[config.mk]
export PLATFORM = sky130hd
export DESIGN_NAME = upstream_tdma_slot_access
export DESIGN_NICKNAME = d
export VERILOG_FILES = /design/src/tdma_pkg.sv /design/src/pin_sync3.sv /design/src/burst_shifter.sv /design/src/upstream_tdma_slot_access.sv
export SDC_FILE = /design/constraint.sdc
export NUM_CORES = 2
export LEC_CHECK = 0
export ABC_AREA = 1
export ABC_CLOCK_PERIOD_IN_PS = 4430
export BUFFER_PORTS_ARGS = -buffer_cell sky130_fd_sc_hd__buf_2
export CAP_MARGIN = 10
export CORE_AREA = 2 2 482 484
export DETAILED_ROUTE_END_ITERATION = 10
export DIE_AREA = 0 0 484 486
export PLACE_DENSITY = 0.54
export SYNTH_ARGS = -nofsm -noshare
export SYNTH_HDL_FRONTEND = slang
export SYNTH_SLANG_ARGS = --single-unit
[constraint.sdc]
create_clock -name mclk_i -period 4.43 [get_ports mclk_i]
set_input_delay 0.886 -clock mclk_i [delete_from_list [all_inputs] [get_ports mclk_i]]
set_output_delay 0.886 -clock mclk_i [all_outputs]
set_load 0.01 [all_outputs]
[src/tdma_pkg.sv]
package tdma_pkg;
// What this block does
// - Hold unique 48-bit hardware address, fixed or loaded.
// - Store 160-bit network address from higher layers.
// - Accept singlecast only when addressed to us.
// - One control channel times up to eight channels.
// - Out-of-band: timing taken from continuous frame.
// - Transmit only at indicated, supported rate.
// - Bursts of 512 bits, only in permitted slots.
// - Slot rate 6000, 3000 or 500 per second.
// - Align bursts to time base, apply ranging offset.
// - Slot position referenced to 1 ms markers.
// - Slot numbers come from downstream control channel.
// - Reserved slots used only with own grant.
// - Contention slots use backoff after collisions.
// - Ranging slots carry ranging bursts only.
// - Single-service build may ignore other slot types.
// - Accept and use extra slot grants.
// - Service channel until initialised, then data channel.
// - Single channel carries service and data.
// - Marker with counter keeps terminals synchronised.
// - Singlecast messages use 48-bit hardware address.
// - Control messages on path 0x000, channel 0x0021.

	localparam int unsigned CLK_HZ       = 200_000_000;
	localparam int unsigned MS_PER_S     = 1000;
	localparam int unsigned SYNC_LOSS_MS = 3;
	localparam int unsigned RATE_HI_BPS  = 3_088_000;
	localparam int unsigned RATE_MID_BPS = 1_544_000;
	localparam int unsigned RATE_LO_BPS  = 256_000;
	localparam int unsigned SLOTS_HI     = 6000;
	localparam int unsigned SLOTS_MID    = 3000;
	localparam int unsigned SLOTS_LO     = 500;
	localparam int unsigned BIT_CYC_HI   = CLK_HZ / RATE_HI_BPS;
	localparam int unsigned BIT_CYC_MID  = CLK_HZ / RATE_MID_BPS;
	localparam int unsigned BIT_CYC_LO   = CLK_HZ / RATE_LO_BPS;
	localparam int unsigned SLOT_CYC_HI_DEF   = CLK_HZ / SLOTS_HI;
	localparam int unsigned SLOT_CYC_MID_DEF  = CLK_HZ / SLOTS_MID;
	localparam int unsigned SLOT_CYC_LO_DEF   = CLK_HZ / SLOTS_LO;
	localparam int unsigned SYNC_LOSS_CYC_DEF = CLK_HZ / MS_PER_S * SYNC_LOSS_MS;

	localparam int unsigned BURST_BITS = 512;
	localparam int unsigned UC_W       = 3;
	localparam int unsigned HW_ADDR_W  = 48;
	localparam int unsigned NWK_ADDR_W = 160;
	localparam int unsigned SLOT_W     = 16;
	localparam int unsigned ARG_W      = 32;
	localparam int unsigned OFS_W      = 16;

	localparam logic [11:0] CTRL_VPI = 12'h000;
	localparam logic [15:0] CTRL_VCI = 16'h0021;

	localparam logic [7:0] MSG_PROV      = 8'h01;
	localparam logic [7:0] MSG_DEFCFG    = 8'h02;
	localparam logic [7:0] MSG_RANGE     = 8'h05;
	localparam logic [7:0] MSG_INIT_DONE = 8'h07;
	localparam logic [7:0] MSG_GRANT     = 8'h28;
	localparam logic [7:0] MSG_TX_CTRL   = 8'h40;

	localparam int unsigned ARG_FIRST_LSB  = 0;
	localparam int unsigned ARG_COUNT_LSB  = 16;
	localparam int unsigned ARG_KIND_LSB   = 24;
	localparam int unsigned ARG_OURS_BIT   = 26;
	localparam int unsigned ARG_OFS_LSB    = 0;
	localparam int unsigned ARG_RATE_LSB   = 0;
	localparam int unsigned ARG_PROV_LSB   = 0;
	localparam int unsigned ARG_SVC_LSB    = 0;
	localparam int unsigned ARG_DATA_LSB   = 3;
	localparam int unsigned ARG_SINGLE_BIT = 6;

	localparam logic [UC_W-1:0] SVC_CH_RST  = 3'h0;
	localparam logic [UC_W-1:0] DATA_CH_RST = 3'h1;
	localparam logic [7:0]      PROV_RST    = 8'h00;
	localparam logic [15:0]     LFSR_SEED   = 16'hACE1;

	typedef enum logic [1:0] {
		RATE_LO  = 2'b00,
		RATE_MID = 2'b01,
		RATE_HI  = 2'b10
	} rate_type;

	typedef enum logic [1:0] {
		SLOT_FIXED = 2'b00,
		SLOT_DYN   = 2'b01,
		SLOT_CONT  = 2'b10,
		SLOT_RANGE = 2'b11
	} slot_kind_type;

	typedef struct packed {
		logic                 valid;
		logic [11:0]          vpi;
		logic [15:0]          vci;
		logic                 bcast;
		logic [HW_ADDR_W-1:0] dest;
		logic [7:0]           msg;
		logic [ARG_W-1:0]     arg;
	} dn_cell_type;

	typedef struct packed {
		logic              valid;
		logic [SLOT_W-1:0] count;
	} ds_sync_type;

	typedef struct packed {
		logic              valid;
		logic [SLOT_W-1:0] first;
		logic [7:0]        count;
		slot_kind_type     kind;
		logic              ours;
	} grant_type;
endpackage

[src/pin_sync3.sv]
`timescale 1ns/1ps
module pin_sync3 #(
	parameter int unsigned W = 1
)
(
	input  wire logic         mclk_i,
	input  wire logic         srst_i,
	input  wire logic [W-1:0] pin_i,
	output logic      [W-1:0] lvl_o
);
	logic [W-1:0] s1_ff;
	logic [W-1:0] s2_ff;
	logic [W-1:0] s3_ff;

	// Level moves only once the last two stages agree
	always_ff @(posedge mclk_i)
	begin
		if (srst_i)
		begin
			s1_ff <= '0;
			s2_ff <= '0;
			s3_ff <= '0;
			lvl_o <= '0;
		end
		else
		begin
			s1_ff <= pin_i;
			s2_ff <= s1_ff;
			s3_ff <= s2_ff;
			lvl_o <= (s2_ff & ~(s2_ff ^ s3_ff)) | (lvl_o & (s2_ff ^ s3_ff));
		end
	end
endmodule

[src/burst_shifter.sv]
`timescale 1ns/1ps
module burst_shifter #(
	parameter int unsigned W  = 512,
	parameter int unsigned CW = 16
)
(
	input  wire logic          mclk_i,
	input  wire logic          srst_i,
	input  wire logic          start_i,
	input  wire logic [W-1:0]  data_i,
	input  wire logic [CW-1:0] bit_cyc_i,
	output logic               bit_o,
	output logic               en_o,
	output logic               busy_o
);
	localparam int unsigned LW = $clog2(W + 1);

	logic [W-1:0]  sh_ff;
	logic [CW-1:0] div_ff;
	logic [CW-1:0] per_ff;
	logic [LW-1:0] left_ff;

	assign busy_o = (left_ff != '0);

	// Bit period latched at start so a rate change cannot tear a burst
	always_ff @(posedge mclk_i)
	begin
		if (srst_i)
		begin
			sh_ff   <= '0;
			div_ff  <= '0;
			per_ff  <= '0;
			left_ff <= '0;
			bit_o   <= 1'b0;
			en_o    <= 1'b0;
		end
		else if (start_i && !busy_o)
		begin
			sh_ff   <= data_i;
			per_ff  <= bit_cyc_i;
			div_ff  <= '0;
			left_ff <= LW'(W);
			bit_o   <= data_i[W-1];
			en_o    <= 1'b1;
		end
		else if (busy_o)
		begin
			if (div_ff == per_ff - CW'(1))
			begin
				div_ff  <= '0;
				left_ff <= left_ff - LW'(1);
				sh_ff   <= sh_ff << 1;
				bit_o   <= sh_ff[W-2];
				if (left_ff == LW'(1))
				begin
					en_o  <= 1'b0;
					bit_o <= 1'b0;
				end
			end
			else
			begin
				div_ff <= div_ff + CW'(1);
			end
		end
	end
endmodule

[src/upstream_tdma_slot_access.sv]
`timescale 1ns/1ps
module upstream_tdma_slot_access
	import tdma_pkg::*;
#(
	parameter logic [HW_ADDR_W-1:0] HW_ADDR_DEF   = 48'h020000000001, // Arbitrary value
	parameter rate_type             SUPPORTED     = RATE_HI,
	parameter logic [3:0]           SVC_KINDS     = 4'hF,
	parameter int unsigned          GRANTS        = 4,
	parameter int unsigned          BEXP_MAX      = 8,
	parameter int unsigned          SLOT_CYC_HI   = SLOT_CYC_HI_DEF,
	parameter int unsigned          SLOT_CYC_MID  = SLOT_CYC_MID_DEF,
	parameter int unsigned          SLOT_CYC_LO   = SLOT_CYC_LO_DEF,
	parameter int unsigned          SYNC_LOSS_CYC = SYNC_LOSS_CYC_DEF
)
(
	input  wire logic                   mclk_i,
	input  wire logic                   srst_i,
	input  wire logic                   hw_addr_load_i,
	input  wire logic [HW_ADDR_W-1:0]   hw_addr_i,
	input  wire logic                   nwk_addr_wr_i,
	input  wire logic [NWK_ADDR_W-1:0]  nwk_addr_i,
	input  wire logic                   ib_mode_i,
	input  wire logic                   oob_mark_tgl_i,
	input  wire logic                   ib_mark_tgl_i,
	input  wire ds_sync_type            ds_sync_i,
	input  wire dn_cell_type            dn_cell_i,
	input  wire logic                   tx_req_i,
	input  wire logic [BURST_BITS-1:0]  tx_data_i,
	input  wire logic                   tx_ranging_i,
	input  wire logic                   ack_i,
	input  wire logic                   collision_i,
	output logic                        tx_ready_o,
	output logic [HW_ADDR_W-1:0]        hw_addr_o,
	output logic [NWK_ADDR_W-1:0]       nwk_addr_o,
	output dn_cell_type                 rx_cell_o,
	output logic [SLOT_W-1:0]           slot_num_o,
	output logic                        slot_start_o,
	output logic                        marker_o,
	output logic                        sync_ok_o,
	output logic                        rate_ok_o,
	output logic                        tx_bit_o,
	output logic                        tx_en_o,
	output slot_kind_type               tx_kind_o,
	output logic [UC_W-1:0]             tx_ch_o,
	output logic [7:0]                  prov_freq_o,
	output logic                        init_done_o
);
	localparam int unsigned GI_W = $clog2(GRANTS);

	logic [1:0]            mark_lvl;
	logic [1:0]            mark_prev_ff;
	logic                  mark_evt;
	logic                  marker_ff;
	logic [HW_ADDR_W-1:0]  hw_addr_ff;
	logic [NWK_ADDR_W-1:0] nwk_addr_ff;
	dn_cell_type           rx_cell_ff;
	logic                  ctl_vc;
	logic                  for_us;
	logic                  cell_acc;
	logic [ARG_W-1:0]      arg;
	rate_type              rate_ff;
	logic                  rate_vld_ff;
	logic                  rate_ok_ff;
	logic [OFS_W-1:0]      ofs_ff;
	logic [7:0]            prov_ff;
	logic [UC_W-1:0]       svc_ch_ff;
	logic [UC_W-1:0]       data_ch_ff;
	logic                  single_ff;
	logic                  init_done_ff;
	logic [UC_W-1:0]       tx_ch_ff;
	logic [31:0]           period;
	logic [15:0]           bit_cyc;
	logic                  sync_pend_ff;
	logic [SLOT_W-1:0]     sync_cnt_ff;
	logic                  reload;
	logic [SLOT_W-1:0]     reload_val;
	logic [31:0]           tmr_ff;
	logic [SLOT_W-1:0]     slot_cnt_ff;
	logic                  slot_start_ff;
	logic [31:0]           loss_ff;
	logic                  sync_ok_ff;
	logic [31:0]           adv_pt;
	logic                  adv_evt;
	logic [SLOT_W-1:0]     nxt_slot;
	logic [SLOT_W-1:0]     dlt;
	grant_type             tbl_ff [GRANTS];
	logic                  hit;
	logic [GI_W-1:0]       hit_idx;
	slot_kind_type         hit_kind;
	logic                  hit_ours;
	logic                  hit_last;
	logic                  free_ok;
	logic [GI_W-1:0]       free_idx;
	logic                  go;
	logic                  fire;
	logic                  cont_tick;
	logic                  busy;
	logic                  hold_ff;
	logic                  hold_rng_ff;
	logic                  wait_ff;
	logic [BURST_BITS-1:0] data_ff;
	logic [3:0]            bexp_ff;
	logic [3:0]            nbexp;
	logic [7:0]            backoff_ff;
	logic [15:0]           lfsr_ff;
	slot_kind_type         tx_kind_ff;

	assign hw_addr_o    = hw_addr_ff;
	assign nwk_addr_o   = nwk_addr_ff;
	assign rx_cell_o    = rx_cell_ff;
	assign slot_num_o   = slot_cnt_ff;
	assign slot_start_o = slot_start_ff;
	assign marker_o     = marker_ff;
	assign sync_ok_o    = sync_ok_ff;
	assign rate_ok_o    = rate_ok_ff;
	assign tx_kind_o    = tx_kind_ff;
	assign tx_ch_o      = tx_ch_ff;
	assign prov_freq_o  = prov_ff;
	assign init_done_o  = init_done_ff;
	assign tx_ready_o   = !hold_ff;

	// Marker toggles come from the receiver front end, another clock
	pin_sync3 #(
		.W(2)
	) u_mark_sync (
		.mclk_i(mclk_i),
		.srst_i(srst_i),
		.pin_i ({ib_mark_tgl_i, oob_mark_tgl_i}),
		.lvl_o (mark_lvl)
	);

	assign mark_evt = ib_mode_i ? (mark_lvl[1] ^ mark_prev_ff[1])
	                            : (mark_lvl[0] ^ mark_prev_ff[0]);

	always_ff @(posedge mclk_i)
	begin
		if (srst_i)
		begin
			mark_prev_ff <= '0;
			marker_ff    <= 1'b0;
		end
		else
		begin
			mark_prev_ff <= mark_lvl;
			marker_ff    <= mark_evt;
		end
	end

	always_ff @(posedge mclk_i)
	begin
		if (srst_i)
		begin
			hw_addr_ff  <= HW_ADDR_DEF;
			nwk_addr_ff <= '0;
		end
		else
		begin
			if (hw_addr_load_i)
				hw_addr_ff <= hw_addr_i;
			if (nwk_addr_wr_i)
				nwk_addr_ff <= nwk_addr_i;
		end
	end

	assign ctl_vc   = dn_cell_i.valid && dn_cell_i.vpi == CTRL_VPI
	                  && dn_cell_i.vci == CTRL_VCI;
	assign for_us   = dn_cell_i.bcast || dn_cell_i.dest == hw_addr_ff;
	assign cell_acc = ctl_vc && for_us;
	assign arg      = dn_cell_i.arg;

	always_ff @(posedge mclk_i)
	begin
		if (srst_i)
			rx_cell_ff <= '0;
		else
		begin
			rx_cell_ff       <= dn_cell_i;
			rx_cell_ff.valid <= cell_acc;
		end
	end

	// Head-end configuration carried in accepted control cells
	always_ff @(posedge mclk_i)
	begin
		if (srst_i)
		begin
			rate_ff      <= RATE_LO;
			rate_vld_ff  <= 1'b0;
			ofs_ff       <= '0;
			prov_ff      <= PROV_RST;
			svc_ch_ff    <= SVC_CH_RST;
			data_ch_ff   <= DATA_CH_RST;
			single_ff    <= 1'b0;
			init_done_ff <= 1'b0;
		end
		else if (cell_acc)
		begin
			unique case (dn_cell_i.msg)
				MSG_TX_CTRL:
				begin
					rate_ff     <= rate_type'(arg[ARG_RATE_LSB +: 2]);
					rate_vld_ff <= 1'b1;
				end
				MSG_RANGE:
					ofs_ff <= arg[ARG_OFS_LSB +: OFS_W];
				MSG_PROV:
					prov_ff <= arg[ARG_PROV_LSB +: 8];
				MSG_DEFCFG:
				begin
					svc_ch_ff  <= arg[ARG_SVC_LSB +: UC_W];
					data_ch_ff <= arg[ARG_DATA_LSB +: UC_W];
					single_ff  <= arg[ARG_SINGLE_BIT];
				end
				MSG_INIT_DONE:
					init_done_ff <= 1'b1;
				default:
				begin
				end
			endcase
		end
	end

	always_ff @(posedge mclk_i)
	begin
		if (srst_i)
		begin
			rate_ok_ff <= 1'b0;
			tx_ch_ff   <= SVC_CH_RST;
		end
		else
		begin
			rate_ok_ff <= rate_vld_ff && rate_ff == SUPPORTED;
			// Up to eight channels share this control channel's timing
			tx_ch_ff <= (single_ff || !init_done_ff) ? svc_ch_ff
			                                         : data_ch_ff;
		end
	end

	always_comb
	begin
		unique case (rate_ff)
			RATE_HI:
			begin
				period  = 32'(SLOT_CYC_HI);
				bit_cyc = 16'(BIT_CYC_HI);
			end
			RATE_MID:
			begin
				period  = 32'(SLOT_CYC_MID);
				bit_cyc = 16'(BIT_CYC_MID);
			end
			RATE_LO:
			begin
				period  = 32'(SLOT_CYC_LO);
				bit_cyc = 16'(BIT_CYC_LO);
			end
			default:
			begin
				period  = 32'(SLOT_CYC_LO);
				bit_cyc = 16'(BIT_CYC_LO);
			end
		endcase
	end

	// Counter value arrives ahead of its marker and waits for it
	assign reload     = mark_evt && (sync_pend_ff || ds_sync_i.valid);
	assign reload_val = ds_sync_i.valid ? ds_sync_i.count : sync_cnt_ff;

	always_ff @(posedge mclk_i)
	begin
		if (srst_i)
		begin
			sync_pend_ff <= 1'b0;
			sync_cnt_ff  <= '0;
		end
		else if (mark_evt)
			sync_pend_ff <= 1'b0;
		else if (ds_sync_i.valid)
		begin
			sync_pend_ff <= 1'b1;
			sync_cnt_ff  <= ds_sync_i.count;
		end
	end

	always_ff @(posedge mclk_i)
	begin
		if (srst_i)
		begin
			tmr_ff        <= '0;
			slot_cnt_ff   <= '0;
			slot_start_ff <= 1'b0;
		end
		else if (reload)
		begin
			tmr_ff        <= '0;
			slot_cnt_ff   <= reload_val;
			slot_start_ff <= 1'b1;
		end
		else if (tmr_ff >= period - 32'h1)
		begin
			tmr_ff        <= '0;
			slot_cnt_ff   <= slot_cnt_ff + SLOT_W'(1);
			slot_start_ff <= 1'b1;
		end
		else
		begin
			tmr_ff        <= tmr_ff + 32'h1;
			slot_start_ff <= 1'b0;
		end
	end

	// Without fresh markers the slot grid drifts, so transmit stops
	always_ff @(posedge mclk_i)
	begin
		if (srst_i)
		begin
			loss_ff    <= '0;
			sync_ok_ff <= 1'b0;
		end
		else if (reload)
		begin
			loss_ff    <= '0;
			sync_ok_ff <= 1'b1;
		end
		else
		begin
			if (loss_ff != 32'(SYNC_LOSS_CYC))
				loss_ff <= loss_ff + 32'h1;
			if (loss_ff == 32'(SYNC_LOSS_CYC - 1))
				sync_ok_ff <= 1'b0;
		end
	end

	// Burst leaves early by the ranged delay so it lands on the slot
	assign adv_pt   = ({16'h0000, ofs_ff} >= period) ? 32'h0
	                  : period - 32'h1 - {16'h0000, ofs_ff};
	assign adv_evt  = sync_ok_ff && !reload && tmr_ff == adv_pt;
	assign nxt_slot = slot_cnt_ff + SLOT_W'(1);

	always_comb
	begin
		dlt      = '0;
		hit      = 1'b0;
		hit_idx  = '0;
		hit_kind = SLOT_CONT;
		hit_ours = 1'b0;
		hit_last = 1'b0;
		free_ok  = 1'b0;
		free_idx = '0;
		for (int i = GRANTS - 1; i >= 0; i--)
		begin
			dlt = nxt_slot - tbl_ff[i].first;
			if (tbl_ff[i].valid && dlt < {8'h00, tbl_ff[i].count})
			begin
				hit      = 1'b1;
				hit_idx  = GI_W'(i);
				hit_kind = tbl_ff[i].kind;
				hit_ours = tbl_ff[i].ours;
				hit_last = dlt == {8'h00, tbl_ff[i].count} - SLOT_W'(1);
			end
			if (!tbl_ff[i].valid)
			begin
				free_ok  = 1'b1;
				free_idx = GI_W'(i);
			end
		end
	end

	// Full table drops further grants rather than evict a live one
	always_ff @(posedge mclk_i)
	begin
		if (srst_i)
		begin
			for (int i = 0; i < GRANTS; i++)
				tbl_ff[i] <= '0;
		end
		else
		begin
			if (adv_evt && hit && hit_last && hit_kind != SLOT_FIXED)
				tbl_ff[hit_idx].valid <= 1'b0;
			if (cell_acc && dn_cell_i.msg == MSG_GRANT)
			begin
				if (arg[ARG_COUNT_LSB +: 8] == 8'h00)
				begin
					for (int i = 0; i < GRANTS; i++)
						if (tbl_ff[i].first == arg[ARG_FIRST_LSB +: SLOT_W])
							tbl_ff[i].valid <= 1'b0;
				end
				else if (free_ok)
				begin
					tbl_ff[free_idx].valid <= 1'b1;
					tbl_ff[free_idx].first <= arg[ARG_FIRST_LSB +: SLOT_W];
					tbl_ff[free_idx].count <= arg[ARG_COUNT_LSB +: 8];
					tbl_ff[free_idx].kind  <= slot_kind_type'(arg[ARG_KIND_LSB +: 2]);
					tbl_ff[free_idx].ours  <= !dn_cell_i.bcast || arg[ARG_OURS_BIT];
				end
			end
		end
	end

	always_comb
	begin
		go = 1'b0;
		unique case (hit_kind)
			SLOT_FIXED, SLOT_DYN:
				go = hit_ours && !hold_rng_ff;
			SLOT_CONT:
				go = !hold_rng_ff && backoff_ff == 8'h00 && !wait_ff;
			SLOT_RANGE:
				go = hold_rng_ff;
		endcase
	end

	assign fire      = adv_evt && hit && SVC_KINDS[hit_kind] && hold_ff
	                   && rate_ok_ff && !busy && go;
	assign cont_tick = adv_evt && hit && SVC_KINDS[hit_kind]
	                   && hit_kind == SLOT_CONT && !wait_ff && backoff_ff != 8'h00;
	assign nbexp     = (bexp_ff == 4'(BEXP_MAX)) ? bexp_ff : bexp_ff + 4'h1;

	always_ff @(posedge mclk_i)
	begin
		if (srst_i)
			lfsr_ff <= LFSR_SEED;
		else
			lfsr_ff <= {lfsr_ff[14:0], lfsr_ff[15] ^ lfsr_ff[13] ^ lfsr_ff[12] ^ lfsr_ff[10]};
	end

	// Contention burst is held for resend until acknowledged
	always_ff @(posedge mclk_i)
	begin
		if (srst_i)
		begin
			hold_ff     <= 1'b0;
			hold_rng_ff <= 1'b0;
			wait_ff     <= 1'b0;
			data_ff     <= '0;
			bexp_ff     <= '0;
			backoff_ff  <= '0;
			tx_kind_ff  <= SLOT_CONT;
		end
		else
		begin
			if (tx_req_i && !hold_ff)
			begin
				hold_ff     <= 1'b1;
				hold_rng_ff <= tx_ranging_i;
				data_ff     <= tx_data_i;
			end
			if (fire)
			begin
				tx_kind_ff <= hit_kind;
				if (hit_kind == SLOT_CONT)
					wait_ff <= 1'b1;
				else
					hold_ff <= 1'b0;
			end
			if (cont_tick)
				backoff_ff <= backoff_ff - 8'h01;
			if (wait_ff && ack_i)
			begin
				wait_ff <= 1'b0;
				hold_ff <= 1'b0;
				bexp_ff <= '0;
			end
			else if (wait_ff && collision_i)
			begin
				wait_ff    <= 1'b0;
				bexp_ff    <= nbexp;
				backoff_ff <= lfsr_ff[7:0] & 8'((9'h001 << nbexp) - 9'h001);
			end
		end
	end

	burst_shifter #(
		.W (BURST_BITS),
		.CW(16)
	) u_tx (
		.mclk_i   (mclk_i),
		.srst_i   (srst_i),
		.start_i  (fire),
		.data_i   (data_ff),
		.bit_cyc_i(bit_cyc),
		.bit_o    (tx_bit_o),
		.en_o     (tx_en_o),
		.busy_o   (busy)
	);
endmodule

==> results.py <==
metrics = {
    "status": {
        "status": "finished, violations left",
        "violations": "negative setup slack",
    },
    "global_route": {
        "grt_pass1_vias": 76800,
        "antenna_found_initial": 102,
        "grt_max_degree": 238,
        "grt_usage_pct": 27.1,
        "grt_pass1_wl_um": 486000,
        "grt_overflow": 0,
    },
    "detailed_routing": {
        "route.detailed.drc": 0,
        "first_iter_violations": 5635,
        "vias": 80400,
        "dr.pass1.iters": 6,
        "avgRoutedWirePerCell_um": 21.1,
        "ant_nets": 0,
        "drt-total-wl_um": 344000,
        "drt-vias-per-instance": 4.92,
    },
    "floorplanning": {
        "pin_count": 1229,
        "initial_core_util_pct": 35.5,
        "die_x_um": 484,
        "die_h_um": 486,
        "core_um2": 229000,
        "fp.dieArea_um2": 235000,
        "rows": 176,
    },
    "logic_synthesis": {
        "ys_ff_latch": 1675,
        "netlist_area_um2": 81400,
        "ys.flop_type": "dfxtp_1",
        "synthArstFlopShare_pct": 0,
        "synth_edf_count": 108,
        "avgSynthCellArea_um2": 7.06,
        "synthCells": 11500,
        "synth_cell_types": 63,
        "seq_area_frac_synth_pct": 42.5,
        "ys_warn_count": 0,
    },
    "critical_path": {
        "cp_slowest_cell": "dfxtp_4",
        "worstPathArrival_ns": 6.03,
        "reg2reg_from": "slot_num_o[0]$_SDFFE_PP0P_",
        "crit_end": "u_tx.sh_ff[260]$_SDFFE_PP0P_",
        "crit_top_cell": "nand2_2",
        "r2r_cells": 43,
        "r2r_setup_slack_ns": -0.79,
        "cp-start-kind": "flop",
        "max_stage_delay_ns": 0.37,
        "reg2reg_to": "u_tx.sh_ff[260]$_SDFFE_PP0P_",
        "cp.required_ns": 5.24,
        "end_kind": "flop",
        "crit_start": "slot_num_o[0]$_SDFFE_PP0P_",
        "worstSetupPathType": "reg2reg",
        "cp_max_fo": 12,
    },
    "sta": {
        "tightest_slew_ns": 1.17,
        "period_needed_ns": 5.22,
        "relSlewSlack_pct": 21.5,
        "worst_slack_ns": -0.793,
        "fin_crit_sh_pct": 118,
        "hold_viol": 0,
        "clock-skew-final_ns": 0.0538,
        "max_clock_freq_mhz": 191,
        "whs_ns": 0.241,
        "drv_slew": 0,
        "final-setup-viol-count": 559,
        "rsz0062_at_grt": "yes",
    },
    "cts": {
        "holdBufCountCts": 0,
        "clk_pin_slew_ns": 0.06,
        "cts_root_buffer": "clkbuf_16",
        "cts_buffers": 191,
        "clk_latency_ns": 0.86,
        "clockBufferDepth": 3,
        "cts.sinks": 1675,
        "cts_tree": "built",
        "cts-htree-levels": 4,
    },
    "finish": {
        "nNetsFinal": 14200,
        "final_common_cell": "nand2_1",
        "final_util_pct": 46.5,
        "stdcell_area_um2": 107000,
        "synthToLayoutAreaGrowth_pct": 31.1,
        "final_cell_mix": "nand2_1 (2198), nor2_1 (2137), dfxtp_1 (1564)",
        "drive_gt1_share_pct": 25.2,
    },
    "placement": {
        "routabilityCongestion": 0.960,
        "hpwl_um": 247000,
        "dpl_cell_area_um2": 93400,
        "dp_slack_ns": -1.23,
        "place.port_buffers": 1228,
    },
    "run": {
        "drv_cap": 0,
    },
    "pwr": {
        "ir_drop_mv": 0.305,
        "p_leak_nw": 53.2,
        "power_density_nw_per_um2": 342,
        "power_mw": 36.5,
    },
    "min_path": {
        "hold_path_class": "in2reg",
    },
}
-- critical path: cells and delay by family (launching register included) --
family / cells / cell delay [ns]
simple gates: 25 / 2.40
buf+inv: 13 / 1.47
fa+ha+maj: 2 / 0.46
flops: 1 / 0.37
compound gates: 2 / 0.25
xor+xnor: 1 / 0.18
-- worst min path at each step --
stage / depth (start not counted) / slack (ns) / to / startpoint
final: 3 / 0.24 / rx_cell_o[27]$_SDFF_PP0_ / dn_cell_i[27]
after global routing: 3 / 0.21 / data_ff[393]$_SDFFE_PP0P_ / tx_data_i[393]
after CTS: 3 / 0.18 / rx_cell_o[27]$_SDFF_PP0_ / dn_cell_i[27]
after detailed placement: 1 / 0.39 / lfsr_ff[10]$_SDFF_PP1_ / lfsr_ff[9]$_SDFF_PP0_
after global placement: 1 / 0.39 / lfsr_ff[15]$_SDFF_PP1_ / lfsr_ff[14]$_SDFF_PP0_
after floorplan: 2 / 0.39 / lfsr_ff[12]$_SDFF_PP0_ / lfsr_ff[11]$_SDFF_PP1_
-- where the power goes --
part	internal, mW	switching (mW)	total [mW]
clock network	9.58	6.97	16.6
registers	15.9	0.461	16.3
logic	1.34	2.32	3.65
-- what timing repair did --
item / in CTS / in global routing
gates resized for setup: 338 / 682
pin swaps: 121 / 325
buffers inserted: 44 / 45
setup endpoints to repair: 559 / 559
gates cloned: 47 / 81
-- per-stage QoR --
stage / cells / setup TNS [ns]
after floorplan: 11500 / -0.00399
after global placement: 15800 / -569.23
after detailed placement: 15800 / -608.20
after CTS: 16200 / -383.58
after global routing: 16300 / -533.16
final: 16400 / -368.95
-- state kept, by name, summed over array words and instances, names as in the netlist, 8 cells and up, named ones only --
register / count
lfsr_ff: 16
tbl_ff: 112
hw_addr_o: 48
u_tx.div_ff: 16
ofs_ff: 16
loss_ff: 32
prov_freq_o: 8
tmr_ff: 32
data_ff: 512
u_tx.left_ff: 10
sync_cnt_ff: 16
rx_cell_o: 118
nwk_addr_o: 160
slot_num_o: 16
backoff_ff: 8
u_tx.sh_ff: 511
-- routing by layer --
metal	wire, um	vias up	global-route usage (%)
met2	163000	2366	46.2
met4	27400	74	18.4
met5	451	-	0
met1	134000	37500	30.8
li1	-	39600	-
met3	19400	827	5.18
-- cell type report --
class                   count  area, um^2
multi-input cells        8011       41000
inverters                1205        4570
well taps                3026        3790
clock inverters            90        1140
clock buffers             256        5430
repair inverters            4        92.6
diodes                     54         135
flip-flops and latches   1675       34600
fillers                 23100      123000
repair buffers           2036       15900
-- cell usage after synthesis, drive strengths merged, types with 2 or more instances --
cell        n  share of area (%)
nor2     2576                 13
nand2    2349                 11
dfxtp    1567                 39
o21ai    1355                8.3
inv      1194                5.5
nand3b    505                4.7
clkbuf    475                2.2
nand3     293                1.8
buf       178                2.0
a21oi     172                1.1
ha        162                2.5
xor2      153                1.6
edfxtp    108                4.0
nor3       90               0.55
nand4      73               0.57
nor4       64               0.49
xnor2      44               0.47
or2        26               0.20
o22ai      15               0.12
a211oi     12               0.11
nor3b      12               0.11
clkinv     11              0.051
a31oi      10              0.077
a21o        9              0.083
a21boi      8              0.088
o211a       8              0.098
o21a        8              0.074
o211ai      7              0.065
and2        6              0.046
o21bai      6              0.055
fa          5               0.12
o32ai       5              0.054
and3        4              0.031
o2111ai     3              0.032
or3         3              0.023
a221oi      2              0.022
conb        2             0.0092
mux2i       2              0.025
-- cell families after synthesis --
| kind of cell | count (synthesis) | share of synthesized area [%] |
|---|---|---|
| xor+xnor | 197 | 2.12 |
| flops | 1675 | 42.5 |
| mux | 2 | 0.0246 |
| simple gates | 6003 | 32.6 |
| buf+inv | 1858 | 9.78 |
| compound gates | 1626 | 10.4 |
| fa+ha+maj | 167 | 2.61 |
| other cells | 2 | 0.00923 |
Power figures use the tool's default switching activity.
